$ cat src/urf_pkg.sv
package urf_pkg;

  // ==========================================================================
  // register map (byte addresses on the apb word bus)
  // ==========================================================================
  localparam logic [7:0] URF_STATUS_OFS   = 8'h00; // serial_status_one
  localparam logic [7:0] URF_DATA_OFS     = 8'h04; // serial_data_reg
  localparam logic [7:0] URF_CTRL_OFS     = 8'h08;
  localparam logic [7:0] URF_BAUD_OFS     = 8'h0C;
  localparam logic [7:0] URF_IRQ_STAT_OFS = 8'h10;
  localparam logic [7:0] URF_IRQ_MASK_OFS = 8'h14;

  // ==========================================================================
  // field positions
  // ==========================================================================
  localparam int URF_FULL_BIT  = 5;
  localparam int URF_IDLE_BIT  = 4;
  localparam int URF_OVR_BIT   = 3;
  localparam int URF_NOISE_BIT = 2;
  localparam int URF_CTRL_AFT_BIT  = 0; // idle_count_after_stop_select
  localparam int URF_CTRL_NINE_BIT = 1; // nine_bit_char_select
  localparam int URF_CTRL_EN_BIT   = 2; // receiver enable
  localparam int URF_IRQ_FULL_BIT  = 0;
  localparam int URF_IRQ_IDLE_BIT  = 1;
  localparam int URF_IRQ_OVR_BIT   = 2;
  localparam int URF_IRQ_NOISE_BIT = 3;

  // ==========================================================================
  // reset values
  // ==========================================================================
  localparam logic [2:0]  URF_CTRL_RST     = 3'h4;    // enabled, 8 bit, idle from start bit
  localparam logic [15:0] URF_BAUD_RST     = 16'h001A; // 50 MHz / 27 = ~16 x 115200
  localparam logic [3:0]  URF_IRQ_MASK_RST = 4'h0;

  // ==========================================================================
  // timing counts, in oversample ticks, and last data bit indices
  // ==========================================================================
  localparam logic [3:0] URF_TICKS_LAST   = 4'hF;  // 16 ticks per bit
  localparam logic [3:0] URF_START_SMP_LO = 4'h4;  // seven start samples 4..10
  localparam logic [3:0] URF_BIT_SMP_LO   = 4'h8;  // three bit samples 8..10
  localparam logic [3:0] URF_SMP_HI       = 4'hA;
  localparam logic [7:0] URF_IDLE_TGT_8   = 8'hA0; // 10 bit times x 16
  localparam logic [7:0] URF_IDLE_TGT_9   = 8'hB0; // 11 bit times x 16
  localparam logic [3:0] URF_DBITS_8      = 4'h7;  // last data index, 8 bits
  localparam logic [3:0] URF_DBITS_9      = 4'h8;  // last data index, 9 bits

  // ==========================================================================
  // types
  // ==========================================================================
  typedef enum logic [1:0] {URF_HUNT, URF_START, URF_DATA, URF_STOP} urf_rx_state_e;

  typedef struct packed {
    logic full;
    logic idle;
    logic ovr;
    logic noise;
  } urf_flags_s;

  typedef struct packed {
    logic en;
    logic nine;
    logic after_stop;
  } urf_ctrl_s;

endpackage : urf_pkg

$ cat src/urf_rx_flags.sv
// Decided for this implementation: the placing of the registers and the APB register port.
`timescale 1ns/100ps

module urf_rx_flags
  import urf_pkg::*;
(
  // clock and reset
  input  wire logic        ref_clk,
  input  wire logic        reset_n,
  // apb slave
  input  wire logic        psel,
  input  wire logic        penable,
  input  wire logic        pwrite,
  input  wire logic [7:0]  paddr,
  input  wire logic [31:0] pwdata,
  output logic [31:0]      prdata,
  output logic             pready,
  output logic             pslverr,
  // serial line
  input  wire logic        rxd_pin,
  // interrupt
  output logic             irq
);

  // ==========================================================================
  // declarations
  // ==========================================================================
  logic          rxd_meta;
  logic          rxd_sync;
  logic          ack;
  logic          acc_done;
  logic          rd_status;
  logic          rd_data;
  logic          wr_en;
  logic          addr_ok;
  logic          tick;
  urf_ctrl_s     ctrl;
  logic [15:0]   baud_div;
  logic [3:0]    irq_mask;
  logic [3:0]    irq_stat;
  urf_flags_s    flags;
  urf_flags_s    seen;
  logic          seq_armed;
  logic [8:0]    data_buf;
  logic [8:0]    shift;
  urf_rx_state_e state;
  logic [3:0]    tick_cnt;
  logic [3:0]    bit_idx;
  logic [6:0]    smp;
  logic          frame_noise;
  logic          bit_val;
  logic          bit_noisy;
  logic          start_noisy;
  logic          in_window;
  logic          char_done;
  logic          load_ok;
  logic          ovr_evt;
  logic          idle_evt;
  logic [7:0]    idle_cnt;
  logic [7:0]    idle_tgt;
  logic          idle_hold;
  logic          idle_armed;
  logic [31:0]   next_rdata;

  // ==========================================================================
  // pin synchroniser
  // ==========================================================================
  // second stage is the only reader of the first
  always_ff @(posedge ref_clk or negedge reset_n) begin
    if (!reset_n) begin
      rxd_meta <= 1'b1;
      rxd_sync <= 1'b1;
    end else begin
      rxd_meta <= rxd_pin;
      rxd_sync <= rxd_meta;
    end
  end

  // ==========================================================================
  // apb slave: one wait state so read data comes from a flop
  // ==========================================================================
  assign addr_ok = (paddr == URF_STATUS_OFS) || (paddr == URF_DATA_OFS) ||
                   (paddr == URF_CTRL_OFS) || (paddr == URF_BAUD_OFS) ||
                   (paddr == URF_IRQ_STAT_OFS) || (paddr == URF_IRQ_MASK_OFS);
  assign pready    = ack;
  assign pslverr   = ack & ~addr_ok;
  assign acc_done  = psel & penable & ack;
  assign rd_status = acc_done & ~pwrite & (paddr == URF_STATUS_OFS);
  assign rd_data   = acc_done & ~pwrite & (paddr == URF_DATA_OFS);
  assign wr_en     = acc_done & pwrite;

  // ack rises in the second access cycle, falls with the transfer end
  always_ff @(posedge ref_clk or negedge reset_n) begin
    if (!reset_n) begin
      ack <= 1'b0;
    end else begin
      ack <= psel & penable & ~ack;
    end
  end

  // read mux, captured in the first access cycle
  always_comb begin
    next_rdata = 32'h0000_0000;
    case (paddr)
      URF_STATUS_OFS: begin
        next_rdata[URF_FULL_BIT]  = flags.full;
        next_rdata[URF_IDLE_BIT]  = flags.idle;
        next_rdata[URF_OVR_BIT]   = flags.ovr;
        next_rdata[URF_NOISE_BIT] = flags.noise;
      end
      URF_DATA_OFS:     next_rdata[8:0]  = data_buf;
      URF_CTRL_OFS:     next_rdata[2:0]  = ctrl;
      URF_BAUD_OFS:     next_rdata[15:0] = baud_div;
      URF_IRQ_STAT_OFS: next_rdata[3:0]  = irq_stat;
      URF_IRQ_MASK_OFS: next_rdata[3:0]  = irq_mask;
      default:          next_rdata       = 32'h0000_0000;
    endcase
  end

  always_ff @(posedge ref_clk or negedge reset_n) begin
    if (!reset_n) begin
      prdata <= 32'h0000_0000;
    end else if (psel && penable && !ack && !pwrite) begin
      prdata <= next_rdata;
    end
  end

  // ==========================================================================
  // software-written registers; status bits have no write path
  // ==========================================================================
  always_ff @(posedge ref_clk or negedge reset_n) begin
    if (!reset_n) begin
      ctrl     <= URF_CTRL_RST;
      baud_div <= URF_BAUD_RST;
      irq_mask <= URF_IRQ_MASK_RST;
    end else if (wr_en) begin
      case (paddr)
        URF_CTRL_OFS: begin
          ctrl.after_stop <= pwdata[URF_CTRL_AFT_BIT];
          ctrl.nine <= pwdata[URF_CTRL_NINE_BIT];
          ctrl.en   <= pwdata[URF_CTRL_EN_BIT];
        end
        URF_BAUD_OFS:     baud_div <= pwdata[15:0];
        URF_IRQ_MASK_OFS: irq_mask <= pwdata[3:0];
        default:          ; // status and data writes are ignored
      endcase
    end
  end

  // ==========================================================================
  // oversample enable
  // ==========================================================================
  urf_tick_gen u_tick (
    .ref_clk (ref_clk),
    .reset_n (reset_n),
    .run     (ctrl.en),
    .divisor (baud_div),
    .tick    (tick)
  );

  // ==========================================================================
  // receive state machine
  // ==========================================================================
  // start bit window is wider so that seven samples fit
  assign in_window = (state == URF_START) ?
                     (tick_cnt >= URF_START_SMP_LO && tick_cnt <= URF_SMP_HI) :
                     (tick_cnt >= URF_BIT_SMP_LO && tick_cnt <= URF_SMP_HI);

  // majority of the last three samples decides the bit
  assign bit_val     = (smp[0] & smp[1]) | (smp[0] & smp[2]) | (smp[1] & smp[2]);
  assign bit_noisy   = ~((smp[2:0] == 3'b000) || (smp[2:0] == 3'b111));
  assign start_noisy = ~((smp == 7'h00) || (smp == 7'h7F));
  assign char_done   = tick && (state == URF_STOP) && (tick_cnt == URF_TICKS_LAST);

  always_ff @(posedge ref_clk or negedge reset_n) begin
    if (!reset_n) begin
      state       <= URF_HUNT;
      tick_cnt    <= 4'h0;
      bit_idx     <= 4'h0;
      smp         <= 7'h00;
      shift       <= 9'h000;
      frame_noise <= 1'b0;
    end else if (!ctrl.en) begin
      state <= URF_HUNT;
    end else if (tick) begin
      tick_cnt <= tick_cnt + 4'h1;
      if (state != URF_HUNT && in_window) begin
        smp <= {smp[5:0], rxd_sync};
      end
      unique case (state)
        URF_HUNT: begin
          // falling edge counts as tick 0 of the start bit
          tick_cnt <= 4'h1;
          if (!rxd_sync) begin
            state       <= URF_START;
            frame_noise <= 1'b0;
            smp         <= 7'h00;
          end
        end
        URF_START: begin
          if (tick_cnt == URF_TICKS_LAST) begin
            // a high majority is a glitch, not a start bit
            if (bit_val) begin
              state <= URF_HUNT;
            end else begin
              state       <= URF_DATA;
              bit_idx     <= 4'h0;
              frame_noise <= start_noisy;
            end
          end
        end
        URF_DATA: begin
          if (tick_cnt == URF_TICKS_LAST) begin
            shift       <= {bit_val, shift[8:1]};
            frame_noise <= frame_noise | bit_noisy;
            bit_idx     <= bit_idx + 4'h1;
            if (bit_idx == (ctrl.nine ? URF_DBITS_9 : URF_DBITS_8)) begin
              state <= URF_STOP;
            end
          end
        end
        URF_STOP: begin
          if (tick_cnt == URF_TICKS_LAST) begin
            frame_noise <= frame_noise | bit_noisy;
            state       <= URF_HUNT;
          end
        end
      endcase
    end
  end

  // ==========================================================================
  // buffer transfer and overrun
  // ==========================================================================
  // stop bit noise joins the frame here, as the last bit closes
  assign load_ok = char_done & ~flags.full;
  assign ovr_evt = char_done & flags.full;

  // on overrun the shifter content and its noise are simply dropped
  always_ff @(posedge ref_clk or negedge reset_n) begin
    if (!reset_n) begin
      data_buf <= 9'h000;
    end else if (load_ok) begin
      // eight-bit frames leave the character in the top of the shifter, nine fill it
      data_buf <= ctrl.nine ? shift : {1'b0, shift[8:1]};
    end
  end

  // ==========================================================================
  // idle line detection
  // ==========================================================================
  assign idle_tgt  = ctrl.nine ? URF_IDLE_TGT_9 : URF_IDLE_TGT_8;
  // after_stop holds the count for the whole frame, stop bit included
  assign idle_hold = (state == URF_START) || (ctrl.after_stop && state != URF_HUNT);
  assign idle_evt  = idle_armed && (idle_cnt >= idle_tgt) && !flags.idle;

  // high-line run length in oversample ticks, saturating at the target
  always_ff @(posedge ref_clk or negedge reset_n) begin
    if (!reset_n) begin
      idle_cnt <= 8'h00;
    end else if (tick) begin
      if (!rxd_sync || idle_hold) begin
        idle_cnt <= 8'h00;
      end else if (idle_cnt < idle_tgt) begin
        idle_cnt <= idle_cnt + 8'h01;
      end
    end
  end

  // armed by each character loaded into the buffer, spent by the idle it reports
  always_ff @(posedge ref_clk or negedge reset_n) begin
    if (!reset_n) begin
      idle_armed <= 1'b0;
    end else if (load_ok) begin
      idle_armed <= 1'b1;
    end else if (idle_evt) begin
      idle_armed <= 1'b0;
    end
  end

  // ==========================================================================
  // status flags and the read-status-then-read-data clear
  // ==========================================================================
  // remember which flags software saw set in the status read
  always_ff @(posedge ref_clk or negedge reset_n) begin
    if (!reset_n) begin
      seen      <= '0;
      seq_armed <= 1'b0;
    end else if (rd_status) begin
      seen      <= flags;
      seq_armed <= 1'b1;
    end else if (rd_data) begin
      seq_armed <= 1'b0;
    end
  end

  // clear first, then set, so a set in the clearing cycle wins
  always_ff @(posedge ref_clk or negedge reset_n) begin
    if (!reset_n) begin
      flags <= '0;
    end else begin
      if (rd_data && seq_armed) begin
        if (seen.full) begin
          flags.full <= 1'b0;
        end
        if (seen.idle) begin
          flags.idle <= 1'b0;
        end
        if (seen.ovr) begin
          flags.ovr <= 1'b0;
        end
        flags.noise <= 1'b0;
      end
      if (load_ok) begin
        flags.full  <= 1'b1;
        flags.noise <= frame_noise | bit_noisy;
      end
      if (ovr_evt) begin
        flags.ovr <= 1'b1;
      end
      if (idle_evt) begin
        flags.idle <= 1'b1;
      end
    end
  end

  // ==========================================================================
  // interrupt status, cleared by reading it; a new event wins
  // ==========================================================================
  always_ff @(posedge ref_clk or negedge reset_n) begin
    if (!reset_n) begin
      irq_stat <= 4'h0;
    end else begin
      if (acc_done && !pwrite && paddr == URF_IRQ_STAT_OFS) begin
        irq_stat <= 4'h0;
      end
      if (load_ok) begin
        irq_stat[URF_IRQ_FULL_BIT] <= 1'b1;
      end
      if (idle_evt) begin
        irq_stat[URF_IRQ_IDLE_BIT] <= 1'b1;
      end
      if (ovr_evt) begin
        irq_stat[URF_IRQ_OVR_BIT] <= 1'b1;
      end
      if (load_ok && (frame_noise || bit_noisy)) begin
        irq_stat[URF_IRQ_NOISE_BIT] <= 1'b1;
      end
    end
  end

  // level output, gated by the mask
  always_ff @(posedge ref_clk or negedge reset_n) begin
    if (!reset_n) begin
      irq <= 1'b0;
    end else begin
      irq <= |(irq_stat & irq_mask);
    end
  end

endmodule : urf_rx_flags

$ cat src/urf_tick_gen.sv
`timescale 1ns/100ps

// ==========================================================================
// oversample tick divider: one-cycle enable every (divisor + 1) clocks
// ==========================================================================
module urf_tick_gen
  import urf_pkg::*;
(
  // clock and reset
  input  wire logic        ref_clk,
  input  wire logic        reset_n,
  // control
  input  wire logic        run,
  input  wire logic [15:0] divisor,
  // enable out
  output logic             tick
);

  logic [15:0] div_cnt;

  // counter restarts whenever the receiver is disabled, so the phase is known
  always_ff @(posedge ref_clk or negedge reset_n) begin
    if (!reset_n) begin
      div_cnt <= 16'h0000;
      tick    <= 1'b0;
    end else if (!run) begin
      div_cnt <= 16'h0000;
      tick    <= 1'b0;
    end else if (div_cnt >= divisor) begin
      div_cnt <= 16'h0000;
      tick    <= 1'b1;
    end else begin
      div_cnt <= div_cnt + 16'h0001;
      tick    <= 1'b0;
    end
  end

endmodule : urf_tick_gen
$ cat config.mk
export PLATFORM = sky130hd
export DESIGN_NAME = urf_rx_flags
export DESIGN_NICKNAME = d
export VERILOG_FILES = /design/src/urf_pkg.sv /design/src/urf_rx_flags.sv /design/src/urf_tick_gen.sv
export SDC_FILE = /design/constraint.sdc
export NUM_CORES = 1
export LEC_CHECK = 0
export CORE_ASPECT_RATIO = 1.25
export CORE_MARGIN = 8
export CORE_UTILIZATION = 56
export DETAILED_ROUTE_END_ITERATION = 10
export DONT_BUFFER_PORTS = 1
export GPL_TIMING_DRIVEN = 0
export PLACE_DENSITY = 0.82
export SETUP_SLACK_MARGIN = 0.2
export SYNTH_ARGS = -nofsm -noshare
export SYNTH_HDL_FRONTEND = slang
export SYNTH_HIERARCHICAL = 1
export SYNTH_SLANG_ARGS = --single-unit
export TNS_END_PERCENT = 30
$ cat constraint.sdc
create_clock -name ref_clk -period 2.2 [get_ports ref_clk]
set_input_delay 0.11 -clock ref_clk [delete_from_list [all_inputs] [get_ports ref_clk]]
set_output_delay 0.11 -clock ref_clk [all_outputs]
set_load 0.02 [all_outputs]
; After elaboration in Yosys (flattened, before gate mapping)
; Index checks and enable logic that the tools add are counted.
[word_totals]
reg_bits = 117
latchBits = 0
mem_bits_rw = 0
rom_bits = 0
memories = 0
[classes]
addsub = 4
multipliers = 0
div_mod_pow = 0
order_cmp = 6
eq_ne = 23
n_shift = 0
muxes = 55
n_bitwise = 23
reduce_logical = 62
[op_table]
columns = operator, count
row1 = $mux W16, 2
row2 = $reduce_bool A2 Y1, 15
row3 = $mux W4, 7
row4 = $mux W7, 4
row5 = $mux W1, 22
row6 = $reduce_and A6 Y1, 3
row7 = $add A16 B1 Y16 const B, 1
row8 = $eq A8 B4 Y1 const B, 2
row9 = $eq A8 B5 Y1 const B, 2
row10 = $ge A16 B16 Y1, 1
row11 = $mux W2, 8
row12 = $mux W8, 2
row13 = $reduce_and A2 Y1, 8
row14 = $logic_and A1 B1 Y1, 15
row15 = $and A1 B1 Y1, 13
row16 = $ne A3 B3 Y1 const B, 4
row17 = $logic_or A1 B1 Y1, 10
row18 = $pmux W2 S5, 1
row19 = $mux W9, 1
row20 = $add A4 B1 Y4 const B, 2
row21 = $add A8 B1 Y8 const B, 1
row22 = $eq A8 B3 Y1 const B, 1
row23 = $ge A8 B8 Y1, 1
row24 = $logic_not A8 Y1, 1
row25 = other kinds (31), 46

; Longest topological paths before layout
; Gate-level depths: netlist of run 1.
[logic_depth]
depth_word = 8
ltp_mapped = 8

; Hierarchy
; The synthesis of run 1 kept the hierarchy.
[modules_own_cells]
columns = mod, instances, cells_per_inst, area_per_inst_um2, seq_area_each_um2
row1 = urf_rx_flags, 1, 441, 4803.4, 2509.9
row2 = urf_tick_gen, 1, 130, 1224.9, 425.4

; Least setup slack after synthesis of run 1
; OpenSTA, ideal clock, no wires.
[synth_timing]
kind = reg2reg
startpoint = reg ack, in the netlist pready
endpoint = reg baud_div[10]
arrival_ns = 1.789
setup_slack_ns = 0.286
stages_incl_launch_ff = 6
cell_sequence = dfrtp_1 > nand3_1 > or3_1 > nor2_2 > buf_4 > mux2_2
[synth_between]
elab_chain_len = 3
[synth_rtl]
columns = element, line_no
row1 = start: declaration, urf_rx_flags.sv:30  ; logic ack;
row2 = start signal: assignment, urf_rx_flags.sv:97  ; ack <= psel & penable & ~ack;
row3 = $and A1 B1 Y1, urf_rx_flags.sv:87  ; assign acc_done = psel & penable & ack;
row4 = $and A1 B1 Y1, urf_rx_flags.sv:90  ; assign wr_en = acc_done & pwrite;
row5 = $reduce_and A2 Y1 (no source line), n/a
row6 = end signal: assignment, urf_rx_flags.sv:143  ; URF_BAUD_OFS: baud_div <= pwdata[15:0];
row7 = end: declaration, urf_rx_flags.sv:38  ; logic [15:0] baud_div;
; Every way passes these cells.
; A chain may end at the register's enable or synchronous reset.

; Final worst setup path of run 1
[layout_timing]
startpoint = reg baud_div[6]
endpoint = reg u_tick.div_cnt[4]
[layout_between]
elab_chain_len = 3
[layout_rtl]
columns = element, line_no
row1 = $ge A16 B16 Y1, urf_tick_gen.sv:29  ; end else if (div_cnt >= divisor) begin
row2 = $mux W16, urf_tick_gen.sv:29
row3 = $mux W16, urf_tick_gen.sv:26  ; end else if (!run) begin
row4 = end signal: assignment, urf_tick_gen.sv:33  ; div_cnt <= div_cnt + 16'h0001;
row5 = end: declaration, urf_tick_gen.sv:19  ; logic [15:0] div_cnt;
; Every way passes these cells.

==> reports/metrics.yaml, run 1 <==
yosys-top-cells-area: "dfrtp_1 (46%), mux2_2 (7.3%), ha_1 (4.8%)"
clock_latency_ns: 0.41
start_util_pct: 57.1
placed_area_um2: 6250
ir_worst_vdd_mv: 0.723
synth_cell_types: 63
holdWs_ns: -0.605
cap_violations: 0
p_comb_share_pct: 2.8
cts.sink_count: 117
synthCells: 571
cts_tree: "yes"
reg2reg_slack_ns: 0.08
slew_viol_final: 0
fin_cells: 778
p_leak_nw: 3.32
postCtsHoldBufs: 21
arrival_ns: 2.45
antennaDiodeCount: 0
final_antenna_net_count: 0
grtUsageTotal_pct: 21.5
failed_checks: "negative hold slack"
crit_required_ns: 2.53
grt_max_degree: 118
gr-total-overflow: 0
crit_buf_inv: 3
hold_viol_final: 117
fin_crit_ns: 2.12
cts_max_path_buffers: 2
dpl.cell_count: 718
rows: 42
grt_pass1_wl_um: 24200
portBuffers: 0
yosysTopAreaCell: "dfrtp_1"
dieArea_um2: 14400
worst_path_largest_cell_delay_ns: 0.39
cts_root_buf: "clkbuf_16"
avgSynthCellArea_um2: 10.6
layout-drive-gt1-share_pct: 22.3
ios: 81
area_delta_synth_final_pct: 20.1
die_h_um: 132
yosysWarnings: 6
p_clk_share_pct: 56.1
vias: 4683
status: "finished with violations"
rsz0062_at_grt: "true"
routedWlPerCell_um: 20.1
first_pass_iters: 5
htree_levels: 4
end_kind: "flip-flop"
seq_area_frac_synth_pct: 48.7
placeableCoreArea_um2: 10600
dp_hpwl_um: 9560
hold_class: "primary input to asynchronous set/reset pin"
ff2ff_path_depth: 9
fmax_mhz: 472
grt_pass1_vias: 4828
switching_share_pct: 19.7
synth_top_flop_cell: "dfrtp_1"
drc_errors: 0
crit_fanout: 7
r2r-end: "u_tick/div_cnt[4]$_DFF_PN0_"
avgViaCountPerCell: 6.02
final_area_um2: 7240
path_cells: "inv_1 > ha_1 > o21ai_0 > nor2_1 > o211ai_1 > buf_4 > o211ai_4 > buf_4 > nor2_1"
globalplace.congestion: 0.825
postSynth.asyncResetShare_pct: 100
die_x_um: 109
finish.utilization_pct: 68.6
period_share_pct: 96.4
fillCellCount: 694
setup_viol: 0
cts.clk_slew.worst_paths_ns: 0.05
synth_top_area_share_pct: 46.1
ys_ff_latch: 117
power.density_nw_per_um2: 730
regToRegStartpoint: "baud_div[6]$_DFFE_PN0P_"
p_int_mw: 4.24
p_switching_mw: 1.04
syn_area_um2: 6030
path_class: "flip-flop to flip-flop"
first_iter_violations: 291
slew_headroom_pct: 55.4
fin_nets: 702
wirelength_um: 15600
finClkSkew_ns: 0.0112
antenna_found_initial: 0
cts_buffers: 17
worst_path_max_delay_cell: "dfrtp_1"
cp_top_family: "compound AO/OA/AOI/OAI gates"
pwr-share-seq_pct: 41.1
tightest_slew_ns: 0.670
cp-start-kind: "flip-flop"
synth_edf_count: 0
==> sequential cells by signal (all words and copies together) (netlist names), 2 cells and up <==
name            count
idle_cnt            8
prdata             16
tick_cnt            4
seen                3
u_tick/div_cnt     16
baud_div           16
state               2
irq_mask            4
irq_stat            4
data_buf            9
bit_idx             4
flags               4
ctrl                3
smp                 7
shift               9
==> cells in the final DEF, fill, tap and decap left out, drive strengths merged, types with 7 or more instances in the layout <==
cell type	n
a22o	8
nor2	54
nand3	21
buf	33
mux2i	18
xor2	15
nand2	58
conb	16
clkbuf	33
dfrtp	111
ha	23
a22oi	9
and2	7
dlygate4sd3	21
or3	7
a21o	8
o21ai	30
inv	29
mux2	39
a21oi	13
nor3	11
==> cells by family (layout without fill, tap and decap cells) <==
group                    count (synthesis)  in the layout  share of synthesized area [%]
other                                    1             16                         0.0622
XOR/XNOR                                19             19                           2.76
flip-flops                             117            117                           48.7
adder cells (fa/ha/maj)                 24             24                           4.94
buffers and inverters                   64            124                           5.42
multiplexers                            58             58                           10.7
AND/OR/NAND/NOR                        193            193                           16.2
AO/OA/AOI/OAI                           95             95                           11.2
==> synthesized netlist by cell type (all sizes together), types with 3 or more instances <==
library cell	number
ha	23
dfstp	6
a21oi	13
a31oi	3
or4	6
dfrtp	111
nor2b	3
nor2	54
a22oi	9
a21boi	3
nand4	5
nor3	11
xor2	15
and4	3
nand2b	3
o21ai	30
inv	29
a21o	8
a22o	8
and2	7
mux2	39
buf	26
xnor2	4
clkbuf	9
o31ai	4
or3	7
and3	5
mux2i	18
nand3	21
nor4	4
nand2	58
==> area by class of cell <==
cell class	count	area [um^2]	share of cell area, %
Clock buffer	24	492	6.79
Clock inverter	8	146	2.02
Tap cell	132	165	2.28
Sequential cell	117	2940	40.6
Buffer	35	225	3.11
Inverter	29	109	1.50
Timing Repair Buffer	28	267	3.68
Multi-Input combinational cell	405	2900	40.0
==> repair_timing <==
action	in CTS	in global routing
endpoints found under the setup margin	53	58
pin swaps	1	6
cloned	0	1
endpoints found under the hold margin	148	117
setup buffers	0	6
resized for setup	9	19
==> per-layer routing <==
layer	track usage (%)	share of wire (%)
met5	0	0
met4	9.92	3.6
met1	21.9	36
met2	38.8	55
met3	6.12	5.9
==> metrics by stage <==
step | worst slack, ns | total power [mW] | setup TNS, ns
3_3_place_gp | -0.0567 | 2.31 | -0.333
5_1_grt | -0.0338 | 5.41 | -0.191
6_report | 0.0799 | 5.28 | 0
3_5_place_dp | -0.158 | 2.31 | -1.02
4_1_cts | 0.149 | 5.29 | 0
2_1_floorplan | 0.286 | 2.30 | 0
==> worst max-delay path by stage <==
stage                                       start                          end  slack (ns)  cells after the start
final                     baud_div[6]$_DFFE_PN0P_  u_tick/div_cnt[4]$_DFF_PN0_        0.08                      9
after global routing      baud_div[6]$_DFFE_PN0P_  u_tick/div_cnt[4]$_DFF_PN0_       -0.03                      8
after detailed placement    u_tick/tick$_DFF_PN0_         shift[4]$_DFFE_PN0P_       -0.16                      5
after CTS                 tick_cnt[0]$_DFFE_PN0P_      data_buf[0]$_DFFE_PN0P_        0.15                      6
after global placement      u_tick/tick$_DFF_PN0_         shift[4]$_DFFE_PN0P_       -0.06                      5
after floorplan                  pready$_DFF_PN0_     baud_div[10]$_DFFE_PN0P_        0.29                      5
==> power groups by stage <==
stage,Sequential [mW],Clock [mW],Combinational [mW]
2_1_floorplan,2.20,0,0.0919
3_3_place_gp,2.21,0,0.100
3_5_place_dp,2.21,0,0.102
4_1_cts,2.17,2.98,0.138
5_1_grt,2.17,3.08,0.156
6_report,2.17,2.97,0.148
No activity file was read; power rests on OpenSTA's default activity.
==> run 2, diff against run 1 <==
Settings changed: CORE_UTILIZATION 56 to 45, PLACE_DENSITY 0.82 to 0.71.
==> run 2 against run 1 <==
  * The run still ends with negative hold slack left
  * Highest routed layer unchanged
  * Global-route usage decreased by 5.5 points
  * Combinational power decreased by 5%
  * Critical path type unchanged
  * Clock skew decreased by 0.0043 ns
==> reports/metrics.yaml, run 2 (same netlist as run 1, synthesis figures left out) <==
finClkSkew_ns: 0.00689  # -0.00434 ns
ff2ff_path_depth: 5  # -4
start_util_pct: 45.8  # -11 points
htree_levels: 4  # unchanged
p_switching_mw: 1.04  # about the same
dieArea_um2: 17400  # +21%
cts.sink_count: 117  # unchanged
power.density_nw_per_um2: 719  # -1.4%
switching_share_pct: 20.1  # +0.35 points
r2r-end: "baud_div[10]$_DFFE_PN0P_"
cp-start-kind: "flip-flop"
power_mw: 5.19  # -1.8%
crit_fanout: 10  # +3
gr-total-overflow: 0  # unchanged
p_int_mw: 4.15  # -2.2%
top_regs: "baud_div x16, prdata x16, u_tick/div_cnt x16"
first_iter_violations: 266  # -8.6%
crit_required_ns: 2.49  # -0.04 ns
clock_latency_ns: 0.41  # about the same
p_comb_share_pct: 2.7  # about the same
cts_tree: "yes"
period_share_pct: 89.7  # -6.7 points
cts_max_path_buffers: 2  # unchanged
setup_viol: 0  # unchanged
slew_headroom_pct: 55.6  # +0.23 points
grt_max_degree: 118  # unchanged
avgViaCountPerCell: 5.42  # -10%
die_x_um: 120  # +9.9%
first_pass_iters: 4  # -1
rows: 47  # +12%
fillCellCount: 1103  # +59%
hold_class: "primary input to asynchronous set/reset pin"
ios: 81  # unchanged
final_common_cell: "dfrtp_1"
cts_root_buf: "clkbuf_16"
cts.clk_slew.worst_paths_ns: 0.06  # about the same
die_h_um: 145  # +10%
area_delta_synth_final_pct: 19.6
fin_nets: 695  # -1.0%
final_antenna_net_count: 0  # unchanged
layout-drive-gt1-share_pct: 21.0  # -1.3 points
arrival_ns: 2.26  # -0.19 ns
grt_pass1_vias: 4510  # -6.6%
grtUsageTotal_pct: 16.0  # -5.5 points
placeableCoreArea_um2: 13200  # +25%
final_area_um2: 7210  # -0.40%
cts_buffers: 17  # unchanged
antennaDiodeCount: 0  # unchanged
wirelength_um: 13600  # -13%
ir_worst_vdd_mv: 0.460  # -36%
path_class: "flip-flop to flip-flop"
reg2reg_slack_ns: 0.23  # +0.15 ns
grt_pass1_wl_um: 22700  # -6.2%
antenna_found_initial: 0  # unchanged
end_kind: "flip-flop"
fmax_mhz: 507  # +7.5%
regToRegStartpoint: "pready$_DFF_PN0_"
drc_errors: 0  # unchanged
p_clk_share_pct: 55.5  # -0.6 points
vias: 4388  # -6.3%
failed_checks: "negative hold slack"
routedWlPerCell_um: 16.8  # -16%
globalplace.congestion: 0.780  # -5.5%
fin_setup_tns_ns: 0  # unchanged
slew_viol_final: 0  # unchanged
portBuffers: 0  # unchanged
hold_viol_final: 117  # unchanged
holdWs_ns: -0.600  # +0.00437 ns
cap_violations: 0  # unchanged
layout_common_cells: "dfrtp_1 (109), nand2_1 (58), nor2_1 (49)"
p_leak_nw: 3.29  # -1.0%
postCtsHoldBufs: 20  # -4.8%
tightest_slew_ns: 0.660  # -0.00949 ns
pwr-share-seq_pct: 41.8  # +0.7 points
fin_crit_ns: 1.97  # -0.148 ns
rsz0062_at_grt: "true"
dp_hpwl_um: 9500  # -0.69%
placed_area_um2: 6300  # +0.78%
status: "finished with violations"
[run 2: cell types whose count changed in the layout (fill, tap and decap cells not counted), sizes merged]
cell         change
clkbuf           -1
clkinvlp         +2
buf              -6
clkinv           -1
dlygate4sd3      -1
[run 2: metrics by stage]
stage / std cells / util, % / worst slack (ns)
final: 810 / 54.7 / 0.228
after global placement: 757 / 47.8 / -0.0535
after floorplan: 586 / - / 0.286
after global routing: 810 / 54.7 / 0.129
after CTS: 809 / 54.2 / 0.127
after detailed placement: 757 / 47.8 / -0.0715
[run 2: layout make-up]
| class | instances | area (um^2) | area share [%] |
|---|---|---|---|
| buffer | 35 | 225 | 3.12 |
| clock inverter | 9 | 153 | 2.12 |
| tap | 171 | 214 | 2.97 |
| timing repair buffer | 21 | 220 | 3.05 |
| clock buffer | 23 | 458 | 6.35 |
| sequential | 117 | 2940 | 40.7 |
| multi-input combinational | 405 | 2900 | 40.1 |
| inverter | 29 | 109 | 1.51 |
[run 2: power by group through the flow]
stage | Combinational [mW] | Sequential (mW) | Clock, mW
6_report | 0.140 | 2.17 | 2.88
5_1_grt | 0.151 | 2.17 | 3.02
4_1_cts | 0.136 | 2.17 | 2.91
3_5_place_dp | 0.102 | 2.21 | 0
3_3_place_gp | 0.101 | 2.21 | 0
2_1_floorplan | 0.0919 | 2.20 | 0
[run 2: worst max-delay path: stages (launching register included)]
cell and delay (ns):
dfrtp_2 0.45, nand3_1 0.17, or3_1 0.40, nor2_4 0.24, buf_4 0.24, mux2_2 0.35
[run 2: layer usage]
layer	part of all wire, %	track usage, %
met2	53	27.9
met3	4.4	3.92
met4	2.0	5.64
met1	41	18.6
met5	0	0
[run 2: how the worst max path moves through the flow]
stage / from / to / cells past startpoint
floorplan: pready$_DFF_PN0_ / baud_div[10]$_DFFE_PN0P_ / 5
global placement: u_tick/tick$_DFF_PN0_ / shift[3]$_DFFE_PN0P_ / 5
detailed placement: u_tick/tick$_DFF_PN0_ / shift[5]$_DFFE_PN0P_ / 5
CTS: ctrl[1]$_DFFE_PN0P_ / idle_cnt[6]$_DFFE_PN0P_ / 6
global route: u_tick/div_cnt[0]$_DFF_PN0_ / u_tick/div_cnt[11]$_DFF_PN0_ / 8
finish: pready$_DFF_PN0_ / baud_div[10]$_DFFE_PN0P_ / 5
[run 2: timing repair]
action / CTS / global route
endpoints found under the setup margin: 46 / 60
setup buffers: 0 / 1
pin swaps: 0 / 2
endpoints found under the hold margin: 146 / 117
resized for setup: 7 / 17
